## config.mk

```make
export PLATFORM = sky130hd
export DESIGN_NAME = pmd_top
export DESIGN_NICKNAME = d
export VERILOG_FILES = /design/src/logic/pmd_pkg.sv /design/src/logic/pmd_dec_if.sv /design/src/logic/pmd_top.sv /design/src/logic/pmd_decode.sv
export VERILOG_INCLUDE_DIRS = /design/src /design/src/logic
export SDC_FILE = /design/constraint.sdc
export NUM_CORES = 1
export LEC_CHECK = 0
export BUFFER_PORTS_ARGS = -buffer_cell sky130_fd_sc_hd__buf_4
export CORE_AREA = 5 5 118 120
export CTS_CLUSTER_SIZE = 12
export DETAILED_ROUTE_END_ITERATION = 16
export DIE_AREA = 0 0 123 125
export GPL_ROUTABILITY_DRIVEN = 0
export HOLD_SLACK_MARGIN = 0.1
export PLACE_DENSITY = 0.85
export SYNTH_ARGS = -nofsm -noshare
export SYNTH_HDL_FRONTEND = slang
export SYNTH_SLANG_ARGS = --single-unit
```

## constraint.sdc

```tcl
create_clock -name MCLK_I -period 7.5 [get_ports MCLK_I]
set_clock_uncertainty 0.15 [all_clocks]
set_input_delay 2.25 -clock MCLK_I [delete_from_list [all_inputs] [get_ports MCLK_I]]
set_output_delay 2.25 -clock MCLK_I [all_outputs]
set_load 0.01 [all_outputs]
```

## src/logic/pmd_defs.svh

```systemverilog
// Constants for the processor mode and bank-0 address decode block.
`ifndef PMD_DEFS_SVH
`define PMD_DEFS_SVH

// Register indices and the byte addresses derived from them.
`define PMD_IDX_MODE 12'h05E
`define PMD_IDX_STAT 12'h05F
`define PMD_ADDR_MODE 12'h178
`define PMD_ADDR_STAT 12'h17C

// Fields of the operating mode control register.
`define PMD_BIT_WAIT 2
`define PMD_BIT_CLKSEL 7
`define PMD_MODE_RESET 8'h00

// Mode bit encodings.
`define PMD_MODE_SINGLE 2'h0
`define PMD_MODE_EXPAND 2'h1
`define PMD_MODE_MICRO 2'h2
`define PMD_MODE_RSVD 2'h3

// Bank-0 map.
`define PMD_SFR_LO 16'h0000
`define PMD_SFR_HI 16'h007F
`define PMD_RAM_LO 16'h0080
`define PMD_RAM_HI 16'h027F
`define PMD_ROM_LO 16'hC000
`define PMD_ROM_HI 16'hFFFF
`define PMD_VEC_LO 16'hFFD6

// Bus timing in bus ticks; one tick is PHI_DIV clock cycles.
`define PMD_PHI_DIV 2
`define PMD_E_LOW_NOWAIT 2
`define PMD_E_LOW_WAIT 4

`endif

```

## src/logic/pmd_pkg.sv

```systemverilog
// Types shared by the processor mode and address decode files.
package pmd_pkg;
    // Two mode bits as held in the operating mode control register.
    typedef logic [1:0] pmd_mode_t;
    // Decode result for one bank-0 address.
    typedef struct packed {
        logic sfr;
        logic ram;
        logic rom;
        logic vec;
    } pmd_hit_t;
endpackage

```

## src/logic/pmd_dec_if.sv

```systemverilog
// Interface between the access sequencer and the bank-0 decoder.
`timescale 1ns/100ps
interface pmd_dec_if;
    logic [23:0] addr; // Full 24-bit CPU address.
    pmd_pkg::pmd_mode_t mode; // Active operating mode.
    pmd_pkg::pmd_hit_t hit; // Internal regions that the address hits.
    modport dec (input addr, input mode, output hit);
    modport use_side (output addr, output mode, input hit);
endinterface

```

## src/logic/pmd_top.sv

```systemverilog
// Processor mode control, bank-0 decode and external bus sequencer.
//
// Register access over APB was left to the implementer.
`timescale 1ns/100ps
`include "pmd_defs.svh"
// How it works
// - Strap low starts single-chip; any mode selectable.
// - Mode bits 1:0 at 5E select mode.
// - New mode applies after write strobe ends.
// - Single-chip drives no address or data pins.
// - Single-chip ignores wait bit, never waits.
// - Expansion mode ports carry bus and control.
// - Expansion reaches whole 24-bit, 16M-byte space.
// - Overlapped reads return internal data only.
// - Overlapped writes hit internal and external.
// - Microprocessor mode hides internal ROM externally.
// - Microprocessor mode always drives clock output pin.
// - Internal RAM decoded at 0080 to 027F.
// - Internal ROM decoded at C000 to FFFF.
// - FFD6 to FFFF is the vector table.
// - Wait bit resets to zero, one-wait mode.
// - Width strap selects 8-bit or 16-bit bus.
module pmd_top #(
    parameter int PHI_DIV = `PMD_PHI_DIV
) (
    input wire logic MCLK_I,
    input wire logic RST_I,
    input wire logic PSEL_I,
    input wire logic PENABLE_I,
    input wire logic PWRITE_I,
    input wire logic [11:0] PADDR_I,
    input wire logic [31:0] PWDATA_I,
    output logic [31:0] PRDATA_O,
    output logic PREADY_O,
    output logic PSLVERR_O,
    input wire logic MODE_STRAP_PIN_I,
    input wire logic BYTE_PIN_I,
    input wire logic CPU_REQ_I,
    input wire logic CPU_WE_I,
    input wire logic [23:0] CPU_ADDR_I,
    input wire logic [15:0] CPU_WDATA_I,
    output logic CPU_ACK_O,
    output logic [15:0] CPU_RDATA_O,
    output logic INT_SFR_SEL_O,
    output logic INT_RAM_SEL_O,
    output logic INT_ROM_SEL_O,
    output logic INT_VEC_O,
    output logic INT_WE_O,
    output logic [15:0] INT_ADDR_O,
    output logic [15:0] INT_WDATA_O,
    input wire logic [15:0] INT_RDATA_I,
    output logic [23:0] EXT_ADDR_O,
    output logic EXT_ADDR_OE_O,
    output logic [15:0] EXT_DATA_O,
    input wire logic [15:0] EXT_DATA_I,
    output logic EXT_DATA_LO_OE_O,
    output logic EXT_DATA_HI_OE_O,
    output logic EXT_E_N_O,
    output logic EXT_RW_O,
    output logic EXT_CTRL_OE_O,
    output logic CLK_OUT_PORT_PIN_O,
    output logic CLK_OUT_PORT_PIN_OE_O
);
    // Refuse a divider that cannot make a tick.
    if (PHI_DIV < 1 || PHI_DIV > 255) begin : g_chk
        $error("PHI_DIV must lie between 1 and 255.");
    end

    // Sequencer states for one CPU access.
    typedef enum logic [2:0] {ST_IDLE, ST_INT, ST_SETUP, ST_STRB, ST_HOLD, ST_ACK} pmd_state_t;

    // Synchronisers for the pins; stage one is read only by stage two.
    logic strap_s1_q, strap_s2_q;
    logic byte_s1_q, byte_s2_q;
    logic [15:0] ext_s1_q, ext_s2_q;

    // Boot sequencing, mode register and pending update.
    logic [1:0] boot_q, boot_d; // Counts the settling cycles after reset.
    logic strap_lock_q, strap_lock_d; // Strap was high at reset release.
    logic [7:0] mode_reg_q, mode_reg_d; // Operating mode control register.
    logic [7:0] pend_q, pend_d; // Value written, not yet applied.
    logic pend_vld_q, pend_vld_d; // A write awaits the end of its strobe.

    // Tick divider and clock output.
    logic [7:0] div_q, div_d;
    logic tick; // One-cycle enable per bus tick.
    logic phi_q, phi_d; // Bus clock image for the clock output pin.

    // Access sequencer state.
    pmd_state_t st_q, st_d;
    logic [23:0] addr_q, addr_d;
    logic we_q, we_d;
    logic [15:0] wdata_q, wdata_d;
    logic [15:0] rdata_q, rdata_d;
    pmd_pkg::pmd_hit_t hit_q, hit_d; // Internal regions of the latched access.
    logic [2:0] cnt_q, cnt_d; // Strobe-low tick counter.

    // Derived mode information.
    pmd_pkg::pmd_mode_t mode;
    logic ext_mode; // Expansion or microprocessor mode.
    logic boot_done;
    logic int_any; // The decoded address hits internal memory.
    logic [2:0] e_len; // Strobe-low length in ticks.

    // APB decode.
    logic apb_wr, apb_rd_mode, apb_rd_stat;

    pmd_dec_if dif();

    pmd_decode u_dec (
        .dbus(dif.dec)
    );

    // Pin synchronisers.
    always_ff @(posedge MCLK_I or posedge RST_I) begin
        if (RST_I) begin
            strap_s1_q <= 1'b0;
            strap_s2_q <= 1'b0;
            byte_s1_q <= 1'b0;
            byte_s2_q <= 1'b0;
            ext_s1_q <= 16'h0000;
            ext_s2_q <= 16'h0000;
        end else begin
            strap_s1_q <= MODE_STRAP_PIN_I;
            strap_s2_q <= strap_s1_q;
            byte_s1_q <= BYTE_PIN_I;
            byte_s2_q <= byte_s1_q;
            ext_s1_q <= EXT_DATA_I;
            ext_s2_q <= ext_s1_q;
        end
    end

    // Active mode is single-chip until the strap has been caught.
    assign mode = mode_reg_q[1:0];
    assign ext_mode = (mode == `PMD_MODE_EXPAND) || (mode == `PMD_MODE_MICRO);
    assign boot_done = (boot_q == 2'h3);
    assign apb_wr = PSEL_I && PENABLE_I && PWRITE_I && (PADDR_I == `PMD_ADDR_MODE);
    assign apb_rd_mode = (PADDR_I == `PMD_ADDR_MODE);
    assign apb_rd_stat = (PADDR_I == `PMD_ADDR_STAT);

    // Next values of the boot counter and the mode register.
    always_comb begin
        boot_d = boot_q;
        strap_lock_d = strap_lock_q;
        mode_reg_d = mode_reg_q;
        pend_d = pend_q;
        pend_vld_d = 1'b0;
        if (!boot_done) begin
            boot_d = boot_q + 2'h1;
            if (boot_q == 2'h2) begin
                // The synchronised strap is caught once, after the release.
                strap_lock_d = strap_s2_q;
                if (strap_s2_q) begin
                    mode_reg_d[1:0] = `PMD_MODE_MICRO;
                end else begin
                    mode_reg_d[1:0] = `PMD_MODE_SINGLE;
                end
            end
        end
        if (apb_wr && boot_done) begin
            // The write is held until its access strobe has ended.
            pend_d = PWDATA_I[7:0];
            pend_vld_d = 1'b1;
        end
        if (pend_vld_q) begin
            mode_reg_d[7:2] = pend_q[7:2];
            // Reserved code and a strap-locked part keep the old mode.
            if (!strap_lock_q && pend_q[1:0] != `PMD_MODE_RSVD) begin
                mode_reg_d[1:0] = pend_q[1:0];
            end
        end
    end

    // Registers of the boot and mode group.
    always_ff @(posedge MCLK_I or posedge RST_I) begin
        if (RST_I) begin
            boot_q <= 2'h0;
            strap_lock_q <= 1'b0;
            mode_reg_q <= `PMD_MODE_RESET;
            pend_q <= 8'h00;
            pend_vld_q <= 1'b0;
        end else begin
            boot_q <= boot_d;
            strap_lock_q <= strap_lock_d;
            mode_reg_q <= mode_reg_d;
            pend_q <= pend_d;
            pend_vld_q <= pend_vld_d;
        end
    end

    // APB answers at once; unmapped addresses report an error.
    always_comb begin
        PREADY_O = 1'b1;
        PSLVERR_O = PSEL_I && PENABLE_I && !apb_rd_mode && !apb_rd_stat;
        PRDATA_O = 32'h00000000;
        if (PSEL_I && !PWRITE_I && apb_rd_mode) begin
            PRDATA_O = {24'h000000, mode_reg_q};
        end else if (PSEL_I && !PWRITE_I && apb_rd_stat) begin
            PRDATA_O = {27'h0000000, boot_done, byte_s2_q, strap_lock_q, mode};
        end
    end

    // Tick divider and bus clock image.
    assign tick = (div_q == 8'(PHI_DIV - 1));
    always_comb begin
        div_d = tick ? 8'h00 : div_q + 8'h01;
        phi_d = tick ? !phi_q : phi_q;
    end

    // Registers of the divider group.
    always_ff @(posedge MCLK_I or posedge RST_I) begin
        if (RST_I) begin
            div_q <= 8'h00;
            phi_q <= 1'b0;
        end else begin
            div_q <= div_d;
            phi_q <= phi_d;
        end
    end

    // The decoder sees the live request while idle, else the latched one.
    assign dif.addr = (st_q == ST_IDLE) ? CPU_ADDR_I : addr_q;
    assign dif.mode = mode;
    assign int_any = dif.hit.sfr || dif.hit.ram || dif.hit.rom;
    // Wait bit clear stretches the strobe; internal cycles never look at it.
    assign e_len = mode_reg_q[`PMD_BIT_WAIT] ? 3'(`PMD_E_LOW_NOWAIT) : 3'(`PMD_E_LOW_WAIT);

    // Next values of the access sequencer.
    always_comb begin
        st_d = st_q;
        addr_d = addr_q;
        we_d = we_q;
        wdata_d = wdata_q;
        rdata_d = rdata_q;
        hit_d = hit_q;
        cnt_d = cnt_q;
        case (st_q)
            ST_IDLE: begin
                if (CPU_REQ_I && boot_done) begin
                    addr_d = CPU_ADDR_I;
                    we_d = CPU_WE_I;
                    wdata_d = CPU_WDATA_I;
                    hit_d = dif.hit;
                    if (int_any) begin
                        st_d = ST_INT;
                    end else if (ext_mode) begin
                        st_d = ST_SETUP;
                    end else begin
                        // Single-chip: nothing leaves the chip, reads give zero.
                        rdata_d = 16'h0000;
                        st_d = ST_ACK;
                    end
                end
            end
            ST_INT: begin
                // Internal data is what the CPU gets, whatever the bus holds.
                rdata_d = INT_RDATA_I;
                st_d = (we_q && ext_mode) ? ST_SETUP : ST_ACK;
            end
            ST_SETUP: begin
                cnt_d = 3'h0;
                if (tick) begin
                    st_d = ST_STRB;
                end
            end
            ST_STRB: begin
                if (tick) begin
                    cnt_d = cnt_q + 3'h1;
                    if (cnt_q == e_len - 3'h1) begin
                        st_d = ST_HOLD;
                    end
                end
            end
            ST_HOLD: begin
                if (tick) begin
                    // An 8-bit bus brings only the low byte on its data port.
                    if (!we_q && !(hit_q.sfr || hit_q.ram || hit_q.rom)) begin
                        rdata_d = byte_s2_q ? {8'h00, ext_s2_q[7:0]} : ext_s2_q;
                    end
                    st_d = ST_ACK;
                end
            end
            ST_ACK: begin
                st_d = ST_IDLE;
            end
            default: begin
                st_d = ST_IDLE;
            end
        endcase
    end

    // Registers of the sequencer group.
    always_ff @(posedge MCLK_I or posedge RST_I) begin
        if (RST_I) begin
            st_q <= ST_IDLE;
            addr_q <= 24'h000000;
            we_q <= 1'b0;
            wdata_q <= 16'h0000;
            rdata_q <= 16'h0000;
            hit_q <= '0;
            cnt_q <= 3'h0;
        end else begin
            st_q <= st_d;
            addr_q <= addr_d;
            we_q <= we_d;
            wdata_q <= wdata_d;
            rdata_q <= rdata_d;
            hit_q <= hit_d;
            cnt_q <= cnt_d;
        end
    end

    // CPU and internal memory side.
    assign CPU_ACK_O = (st_q == ST_ACK);
    assign CPU_RDATA_O = rdata_q;
    assign INT_SFR_SEL_O = (st_q == ST_INT) && hit_q.sfr;
    assign INT_RAM_SEL_O = (st_q == ST_INT) && hit_q.ram;
    assign INT_ROM_SEL_O = (st_q == ST_INT) && hit_q.rom;
    assign INT_VEC_O = (st_q == ST_INT) && hit_q.vec;
    assign INT_WE_O = (st_q == ST_INT) && we_q;
    assign INT_ADDR_O = addr_q[15:0];
    assign INT_WDATA_O = wdata_q;

    // Bus pins are driven only outside single-chip mode.
    assign EXT_ADDR_O = addr_q;
    assign EXT_ADDR_OE_O = ext_mode;
    assign EXT_CTRL_OE_O = ext_mode;
    assign EXT_DATA_O = wdata_q;
    assign EXT_DATA_LO_OE_O = ext_mode && we_q && (st_q == ST_STRB || st_q == ST_HOLD);
    assign EXT_DATA_HI_OE_O = EXT_DATA_LO_OE_O && !byte_s2_q;
    assign EXT_E_N_O = !(st_q == ST_STRB);
    assign EXT_RW_O = !(we_q && (st_q == ST_SETUP || st_q == ST_STRB || st_q == ST_HOLD));

    // Clock output: forced in microprocessor mode, selectable in expansion.
    assign CLK_OUT_PORT_PIN_O = phi_q;
    assign CLK_OUT_PORT_PIN_OE_O = (mode == `PMD_MODE_MICRO) ||
        ((mode == `PMD_MODE_EXPAND) && mode_reg_q[`PMD_BIT_CLKSEL]);
endmodule

```

## src/logic/pmd_decode.sv

```systemverilog
// Bank-0 internal memory decoder for the processor mode block.
`timescale 1ns/100ps
`include "pmd_defs.svh"
module pmd_decode (
    pmd_dec_if.dec dbus
);
    // Returns true when a 16-bit offset lies inside an inclusive range.
    function automatic logic in_rng(input logic [15:0] a, input logic [15:0] lo, input logic [15:0] hi);
        in_rng = (a >= lo) && (a <= hi);
    endfunction

    logic bank0; // The address lies in bank 0.
    logic rom_ok; // Internal ROM is visible in the current mode.

    // Pure combinational decode of the internal regions.
    always_comb begin
        bank0 = (dbus.addr[23:16] == 8'h00);
        rom_ok = (dbus.mode != `PMD_MODE_MICRO);
        dbus.hit.sfr = bank0 && in_rng(dbus.addr[15:0], `PMD_SFR_LO, `PMD_SFR_HI);
        dbus.hit.ram = bank0 && in_rng(dbus.addr[15:0], `PMD_RAM_LO, `PMD_RAM_HI);
        dbus.hit.rom = bank0 && rom_ok && in_rng(dbus.addr[15:0], `PMD_ROM_LO, `PMD_ROM_HI);
        dbus.hit.vec = bank0 && in_rng(dbus.addr[15:0], `PMD_VEC_LO, `PMD_ROM_HI);
    end
endmodule

```

==> flow_metrics.py, run 1 <==
metrics = {
    "route": {
        "drt_iter0_drc": 310,
        "drc": 0,
        "antenna_left": 0,
        "routed_wl_mm": 14.8,
        "wl_per_cell_um": 15.8,
        "via_per_inst": 4.90,
        "first_pass_iters": 4,
        "route.vias.total": 4578,
    },
    "worst_setup_path": {
        "worst-path-max-fanout": 6,
        "critPathKind": "input pin to primary output",
        "cp-end-kind": "primary output",
        "crit_path_cell_trace": "buf_4, nor4bb_1, nand3_1, or3b_2, nor2_1, and2_1, buf_4",
        "critPathSlowestCell": "or3b_2",
        "worstPathRequired_ns": 5.10,
        "critPathLaunchType": "input pin",
        "cp_common_cell": "buf_4",
        "rrSetupSlack_ns": 4.73,
        "slowest_delay_ns": 0.56,
        "crit_arrival_ns": 3.77,
    },
    "cells_and_area": {
        "layout_commonest_cell": "buf_4",
        "area.growth.synth_to_final_pct": 33.6,
        "fin_util": 0.616,
        "drive_gt1_frac": 0.377,
        "insertedDiodeCount": 0,
        "fillCellCount": 1058,
        "stdcell_count": 935,
        "nNetsFinal": 878,
        "layout_common_cells": "buf_4, nand2_1, dfrtp_1",
    },
    "clocking": {
        "htreeDepth": 4,
        "path_clk_slew_ns": 0.05,
        "ctsHoldBuffers": 0,
        "cts_buffers": 17,
        "postCtsSetupRepairBufs": 0,
        "postCtsResizedCells": 0,
        "worstSkewPairLatency_ns": 0.40,
        "clock-sinks": 132,
        "cts_tree": "done",
        "cts_buffer_depth": 2,
        "cts-root-buf": "clkbuf_16",
    },
    "min_path": {
        "hold_class": "flop to flop",
    },
    "pwr": {
        "p_leak_nw": 4.13,
        "powerDensity_nw_per_um2": 347,
        "finalPower_w": 0.00275,
        "ir_drop_mv": 0.217,
    },
    "synth": {
        "synth-edff-count": 0,
        "synth-main-ff-cell": "dfrtp_1",
        "syn_inst": 571,
        "syn_area_per_cell_um2": 10.4,
        "ys_seq_area_frac": 0.556,
        "synth_cell_type_count": 52,
        "yosys_warnings": 0,
        "async_flop_share": 1.00,
        "syn-cell-area_um2": 5940,
        "ys_seq_elements": 132,
    },
    "timing": {
        "setup_violations": 0,
        "holdWs_ns": 0.197,
        "slew-limit-headroom": 0.303,
        "fmax_ghz": 0.162,
        "rsz0062_at_grt": "false",
        "final.period_utilization": 0.823,
        "slew_violations": 0,
        "finalCriticalPeriod_ns": 6.17,
        "tightest_slew_ns": 1.04,
        "report.final.hold_viol_count": 0,
        "setup_tns_ns": 0,
    },
    "placed_design": {
        "hpwl_mm": 11.0,
        "io_buffers": 211,
        "place_inst": 903,
    },
    "die": {
        "die_w_um": 123,
        "start_util": 0.461,
        "dieArea_um2": 15400,
        "rows": 42,
        "boundaryPins": 261,
        "coreArea_um2": 12900,
        "fp.dieH_um": 125,
    },
    "global_route": {
        "grtUsageTotal": 0.188,
        "antenna_found_initial": 0,
        "overflow": 0,
        "grt.met1_usage": 0.225,
        "grt_use_met2": 0.324,
        "grt_max_degree": 75,
        "grt_pass1_vias": 4585,
        "top_usage_layer": "met2",
        "grt_pass1_wl_mm": 22.7,
        "gr-usage-met3": 0.0578,
    },
    "flow_run": {
        "maxCapViolCount": 0,
    },
    "run_status": {
        "status": "finished clean",
    },
}
==> area by class of cell <==
class                           instances  area, µm²  area share
Sequential cell                       132       3300       0.416
Multi-Input combinational cell        365       2150       0.270
Tap cell                              176        220      0.0278
Clock buffer                           21        470      0.0593
Clock inverter                         11        126      0.0159
Timing Repair Buffer                  214       1610       0.202
Inverter                               16       62.6     0.00788
==> cell usage after synthesis (4+ instances only) <==
cell / instances / area [µm²]
nand3_1: 14 / 70.1
mux2_2: 21 / 236
dfrtp_1: 132 / 3300
nand2_1: 137 / 514
and2_1: 9 / 56.3
nor2_1: 36 / 135
a32oi_1: 5 / 43.8
clkbuf_1: 22 / 82.6
nor4_1: 4 / 25.0
inv_1: 15 / 56.3
buf_4: 58 / 435
xnor2_1: 8 / 70.1
nand2b_1: 4 / 25.0
o21ai_0: 8 / 40.0
mux2i_1: 5 / 50.1
nor3_1: 4 / 20.0
ha_1: 7 / 87.6
a21oi_1: 11 / 55.1
a22oi_1: 9 / 67.6
nand3b_1: 4 / 30.0
mux2_4: 10 / 150
==> registers in the layout, indices dropped and copies added, names as in the netlist, 8 cells and up <==
register,cells
mode_reg_q,8
ext_s2_q,16
EXT_ADDR_O,24
CPU_RDATA_O,16
pend_q,8
ext_s1_q,16
div_q,8
EXT_DATA_O,16
==> cells by family after synthesis <==
family / count (synthesis) / synth area share
XOR/XNOR: 10 / 0.0147
AND/OR/NAND/NOR: 236 / 0.178
adder cells (fa/ha/maj): 7 / 0.0147
multiplexers: 36 / 0.0735
other: 2 / 0.00126
flip-flops: 132 / 0.556
AO/OA/AOI/OAI: 51 / 0.0626
buffers and inverters: 97 / 0.0992
==> routing by layer <==
layer | routed length [µm] | vias up
li1 | - | 2163
met1 | 5900 | 2193
met2 | 7440 | 203
met3 | 1240 | 19
met4 | 188 | 0
met5 | 0 | -
==> worst max-delay path: cells and delay by family <==
| kind | cells | cell delay [ns] |
|---|---|---|
| buffers and inverters | 2 | 0.22 |
| AND/OR/NAND/NOR | 5 | 1.30 |
==> power breakdown <==
part | internal [W] | switching (W)
logic | 0.000456 | 0.000495
registers | 0.000858 | 0.000129
clock network | 0.000516 | 0.000299
==> metrics by stage <==
| step | area (µm²) | setup slack (ns) |
|---|---|---|
| floorplan | 6030 | 1.57 |
| global placement | 7340 | 1.39 |
| detailed placement | 7340 | 1.35 |
| CTS | 7940 | 1.35 |
| global route | 7940 | 1.24 |
| finish | 7940 | 1.33 |
==> worst paths after layout <==
kind                                        from                     endpoint  depth (start not counted)
max                                   PADDR_I[7]                  PRDATA_O[7]                          7
min                        ext_s1_q[2]$_DFF_PP0_        ext_s2_q[2]$_DFF_PP0_                          0
max reg2reg                  st_q[2]$_DFFE_PP0P_  CPU_RDATA_O[13]$_DFFE_PP0P_                          5
min reg2reg                ext_s1_q[2]$_DFF_PP0_        ext_s2_q[2]$_DFF_PP0_                          0
max in group asynchronous                  RST_I        ext_s2_q[2]$_DFF_PP0_                          3
min in group asynchronous                  RST_I    EXT_DATA_O[7]$_DFFE_PP0P_                          2
Note: power is estimated with default switching activity, not from simulation.
==> run 2: changes to the inputs <==
--- a/config.mk
+++ b/config.mk
@@ -6,14 +6,15 @@
 export SDC_FILE = /design/constraint.sdc
 export NUM_CORES = 1
 export LEC_CHECK = 0
+export ABC_AREA = 1
 export BUFFER_PORTS_ARGS = -buffer_cell sky130_fd_sc_hd__buf_4
-export CORE_AREA = 5 5 118 120
+export CORE_AREA = 5 5 125 127
 export CTS_CLUSTER_SIZE = 12
 export DETAILED_ROUTE_END_ITERATION = 16
-export DIE_AREA = 0 0 123 125
+export DIE_AREA = 0 0 130 132
 export GPL_ROUTABILITY_DRIVEN = 0
 export HOLD_SLACK_MARGIN = 0.1
-export PLACE_DENSITY = 0.85
+export PLACE_DENSITY = 0.82
 export SYNTH_ARGS = -nofsm -noshare
 export SYNTH_HDL_FRONTEND = slang
 export SYNTH_SLANG_ARGS = --single-unit
==> constraint.sdc (replaced) <==
create_clock -name MCLK_I -period 5.4 [get_ports MCLK_I]
set_clock_uncertainty 0.15 [all_clocks]
set_input_delay 1.62 -clock MCLK_I [delete_from_list [all_inputs] [get_ports MCLK_I]]
set_output_delay 1.62 -clock MCLK_I [all_outputs]
set_load 0.01 [all_outputs]
==> run 2 against run 1 <==
Against the previous run: global-route usage down 0.95 points; power up 47%; sequential power rose by 40%; register-to-register slack got worse by 2.3 ns; non-clock buffer count is 2 higher; die area rose by 12%; sequential share of layout area down 0.61 points; cell count is 13% higher; critical path depth is 2 higher.
==> flow_metrics.py, run 2 <==
metrics = {
    "cells_and_area": {
        "drive_gt1_frac": 0.303,
        "layout_common_cells": "buf_4, nand2_1, dfrtp_1",
        "fin_util": 0.563,
        "nNetsFinal": 990,
        "insertedDiodeCount": 0,
        "largest_register_ffs": 24,
        "area.growth.synth_to_final_pct": 32.3,
        "layout_commonest_cell": "buf_4",
    },
    "pwr": {
        "finalPower_w": 0.00405,
        "seqPwrFrac": 0.342,
        "p_int_w": 0.00260,
        "p_clk_frac": 0.278,
        "ir_drop_mv": 0.269,
        "comb_power_share": 0.379,
        "swShare": 0.357,
        "p_leak_nw": 4.29,
        "p_sw_w": 0.00144,
        "powerDensity_nw_per_um2": 503,
    },
    "clocking": {
        "postCtsResizedCells": 0,
        "cts_buffer_depth": 2,
        "cts_buffers": 17,
        "clock-sinks": 132,
        "postCtsSetupRepairBufs": 0,
        "worstSkewPairLatency_ns": 0.41,
        "path_clk_slew_ns": 0.05,
        "htreeDepth": 4,
        "cts-root-buf": "clkbuf_16",
        "cts_tree": "done",
        "ctsHoldBuffers": 0,
    },
    "timing": {
        "tightest_slew_ns": 0.937,
        "setup_violations": 0,
        "rsz0062_at_grt": "false",
        "slew_violations": 0,
        "setup_tns_ns": 0,
        "holdWs_ns": 0.194,
        "slew-limit-headroom": 0.375,
        "finalCriticalPeriod_ns": 4.78,
        "fmax_ghz": 0.209,
        "report.final.hold_viol_count": 0,
        "fin_ws_ns": 0.617,
        "final.period_utilization": 0.886,
    },
    "global_route": {
        "grt_max_degree": 106,
        "grt_pass1_wl_mm": 24.4,
        "antenna_found_initial": 0,
        "grtUsageTotal": 0.179,
        "overflow": 0,
        "grt_pass1_vias": 4980,
    },
    "synth": {
        "async_flop_share": 1.00,
        "synth-edff-count": 0,
        "yosys_warnings": 0,
        "synth_common_cells": "nand2_1, dfrtp_1, inv_1, buf_4, o21ai_0",
        "ys_seq_area_frac": 0.543,
        "synth_cell_type_count": 41,
        "synth.area.top_cells": "dfrtp_1, nand2_1, buf_4",
        "ys_seq_elements": 132,
        "synth.most_common_cell": "nand2_1",
        "syn_area_per_cell_um2": 8.96,
        "syn_inst": 679,
        "synth_area_leader_cell": "dfrtp_1",
        "synth_top_area_share": 0.543,
        "syn-cell-area_um2": 6090,
        "synth-main-ff-cell": "dfrtp_1",
    },
    "die": {
        "boundaryPins": 261,
        "fp.dieH_um": 132,
        "coreArea_um2": 14300,
        "start_util": 0.425,
        "rows": 44,
        "die_w_um": 130,
        "dieArea_um2": 17200,
    },
    "worst_setup_path": {
        "critPathSlowestCell": "nor4_1",
        "slowest_delay_ns": 0.29,
        "critPathKind": "input pin to primary output",
        "worstPathRequired_ns": 3.63,
        "cp-end-kind": "primary output",
        "rrSetupSlack_ns": 2.41,
        "path_depth": 9,
        "worst-path-max-fanout": 6,
        "rr_startpoint": "st_q[0]$_DFFE_PP0P_",
        "reg2reg_to": "EXT_ADDR_O[2]$_DFFE_PP0P_",
        "cp_top_family": "simple AND/OR/NAND/NOR gates",
        "path_buf_inv": 4,
        "critPathLaunchType": "input pin",
        "crit_path_cell_trace": "buf_4, inv_1, nand2_1, nor4_1, nand2_1, nor2_1, inv_1, o22ai_1, buf_4",
        "reg2reg_depth": 7,
        "crit_arrival_ns": 3.01,
    },
    "route": {
        "drt_iter0_drc": 209,
        "wl_per_cell_um": 14.3,
        "via_per_inst": 4.68,
        "antenna_left": 0,
        "routed_wl_mm": 15.1,
        "first_pass_iters": 4,
        "drc": 0,
        "route.vias.total": 4931,
    },
    "placed_design": {
        "io_buffers": 211,
        "dp_slack_ns": 0.685,
        "hpwl_mm": 11.2,
    },
    "min_path": {
        "hold_end": "ext_s2_q[10]$_DFF_PP0_",
        "holdCritStartpoint": "ext_s1_q[10]$_DFF_PP0_",
        "hold_class": "flop to flop",
        "hold_depth": 0,
    },
    "flow_run": {
        "maxCapViolCount": 0,
    },
    "run_status": {
        "status": "finished clean",
    },
}
-- run 2: cell count changes in the layout (fill, tap and decap cells not counted), moves of 7 or more --
cell,change
nand3_1,+12
mux2_4,-10
inv_1,+48
nand2_1,+74
mux2_2,-21
o21ai_1,+7
o21ai_0,+29
and2_1,-9
a22oi_1,-8
a32o_1,+7
a22o_1,+8
a21oi_1,-7
-- run 2: layout make-up --
cell class                      instances  area (µm²)
Tap cell                              184         230
Timing Repair Buffer                  216        1620
Fill cell                            1314        6260
Clock inverter                          4        70.1
Sequential cell                       132        3300
Multi-Input combinational cell        423        2060
Inverter                               68         263
Clock buffer                           26         509
-- run 2: worst max path at each step --
stage	start	end	slack, ns
2_1_floorplan	RST_I	CLK_OUT_PORT_PIN_O$_DFFE_PP0P_	0.10
3_3_place_gp	PADDR_I[9]	PRDATA_O[3]	0.70
3_5_place_dp	PADDR_I[9]	PRDATA_O[3]	0.69
4_1_cts	PADDR_I[9]	PRDATA_O[3]	0.65
5_1_grt	PADDR_I[9]	PRDATA_O[3]	0.49
6_report	PADDR_I[9]	PRDATA_O[3]	0.62
-- run 2: layer usage --
metal	track usage	share of wire	vias up	wire length, µm
li1	-	-	2424	-
met1	0.213	0.39	2313	5910
met2	0.305	0.52	173	7810
met3	0.0523	0.070	21	1060
met4	0.0641	0.019	0	293
met5	0	0	-	0
-- run 2: power by group through the flow --
stage | sequential [W] | combinational (W) | clock, W
after floorplan | 0.00144 | 0.00101 | 0
after global placement | 0.00139 | 0.00151 | 0
after detailed placement | 0.00140 | 0.00155 | 0
after CTS | 0.00138 | 0.00155 | 0.00115
after global routing | 0.00142 | 0.00170 | 0.00120
final | 0.00138 | 0.00154 | 0.00113
-- run 2: kinds of logic after synthesis --
logic type      synth area share
other cells              0.00123
flops                      0.543
mux                      0.00164
fa+ha+maj                 0.0144
compound gates            0.0771
simple gates               0.215
buf+inv                    0.135
xor+xnor                  0.0129
-- run 2: worst reg2reg max path, delay by kind of cell, from the launching register on --
family | cells | cell delay [ns]
AOI/OAI and AO/OA | 1 | 0.26
buffers and inverters | 4 | 1.54
DFF | 1 | 0.52
and+or+nand+nor | 2 | 0.42
-- run 2: stage by stage --
stage / cell area [µm²] / instances
after detailed placement: 7470 / 1023
after global placement: 7470 / 1023
after floorplan: 6170 / 702
final: 8050 / 1053
after global routing: 8050 / 1053
after CTS: 8050 / 1053
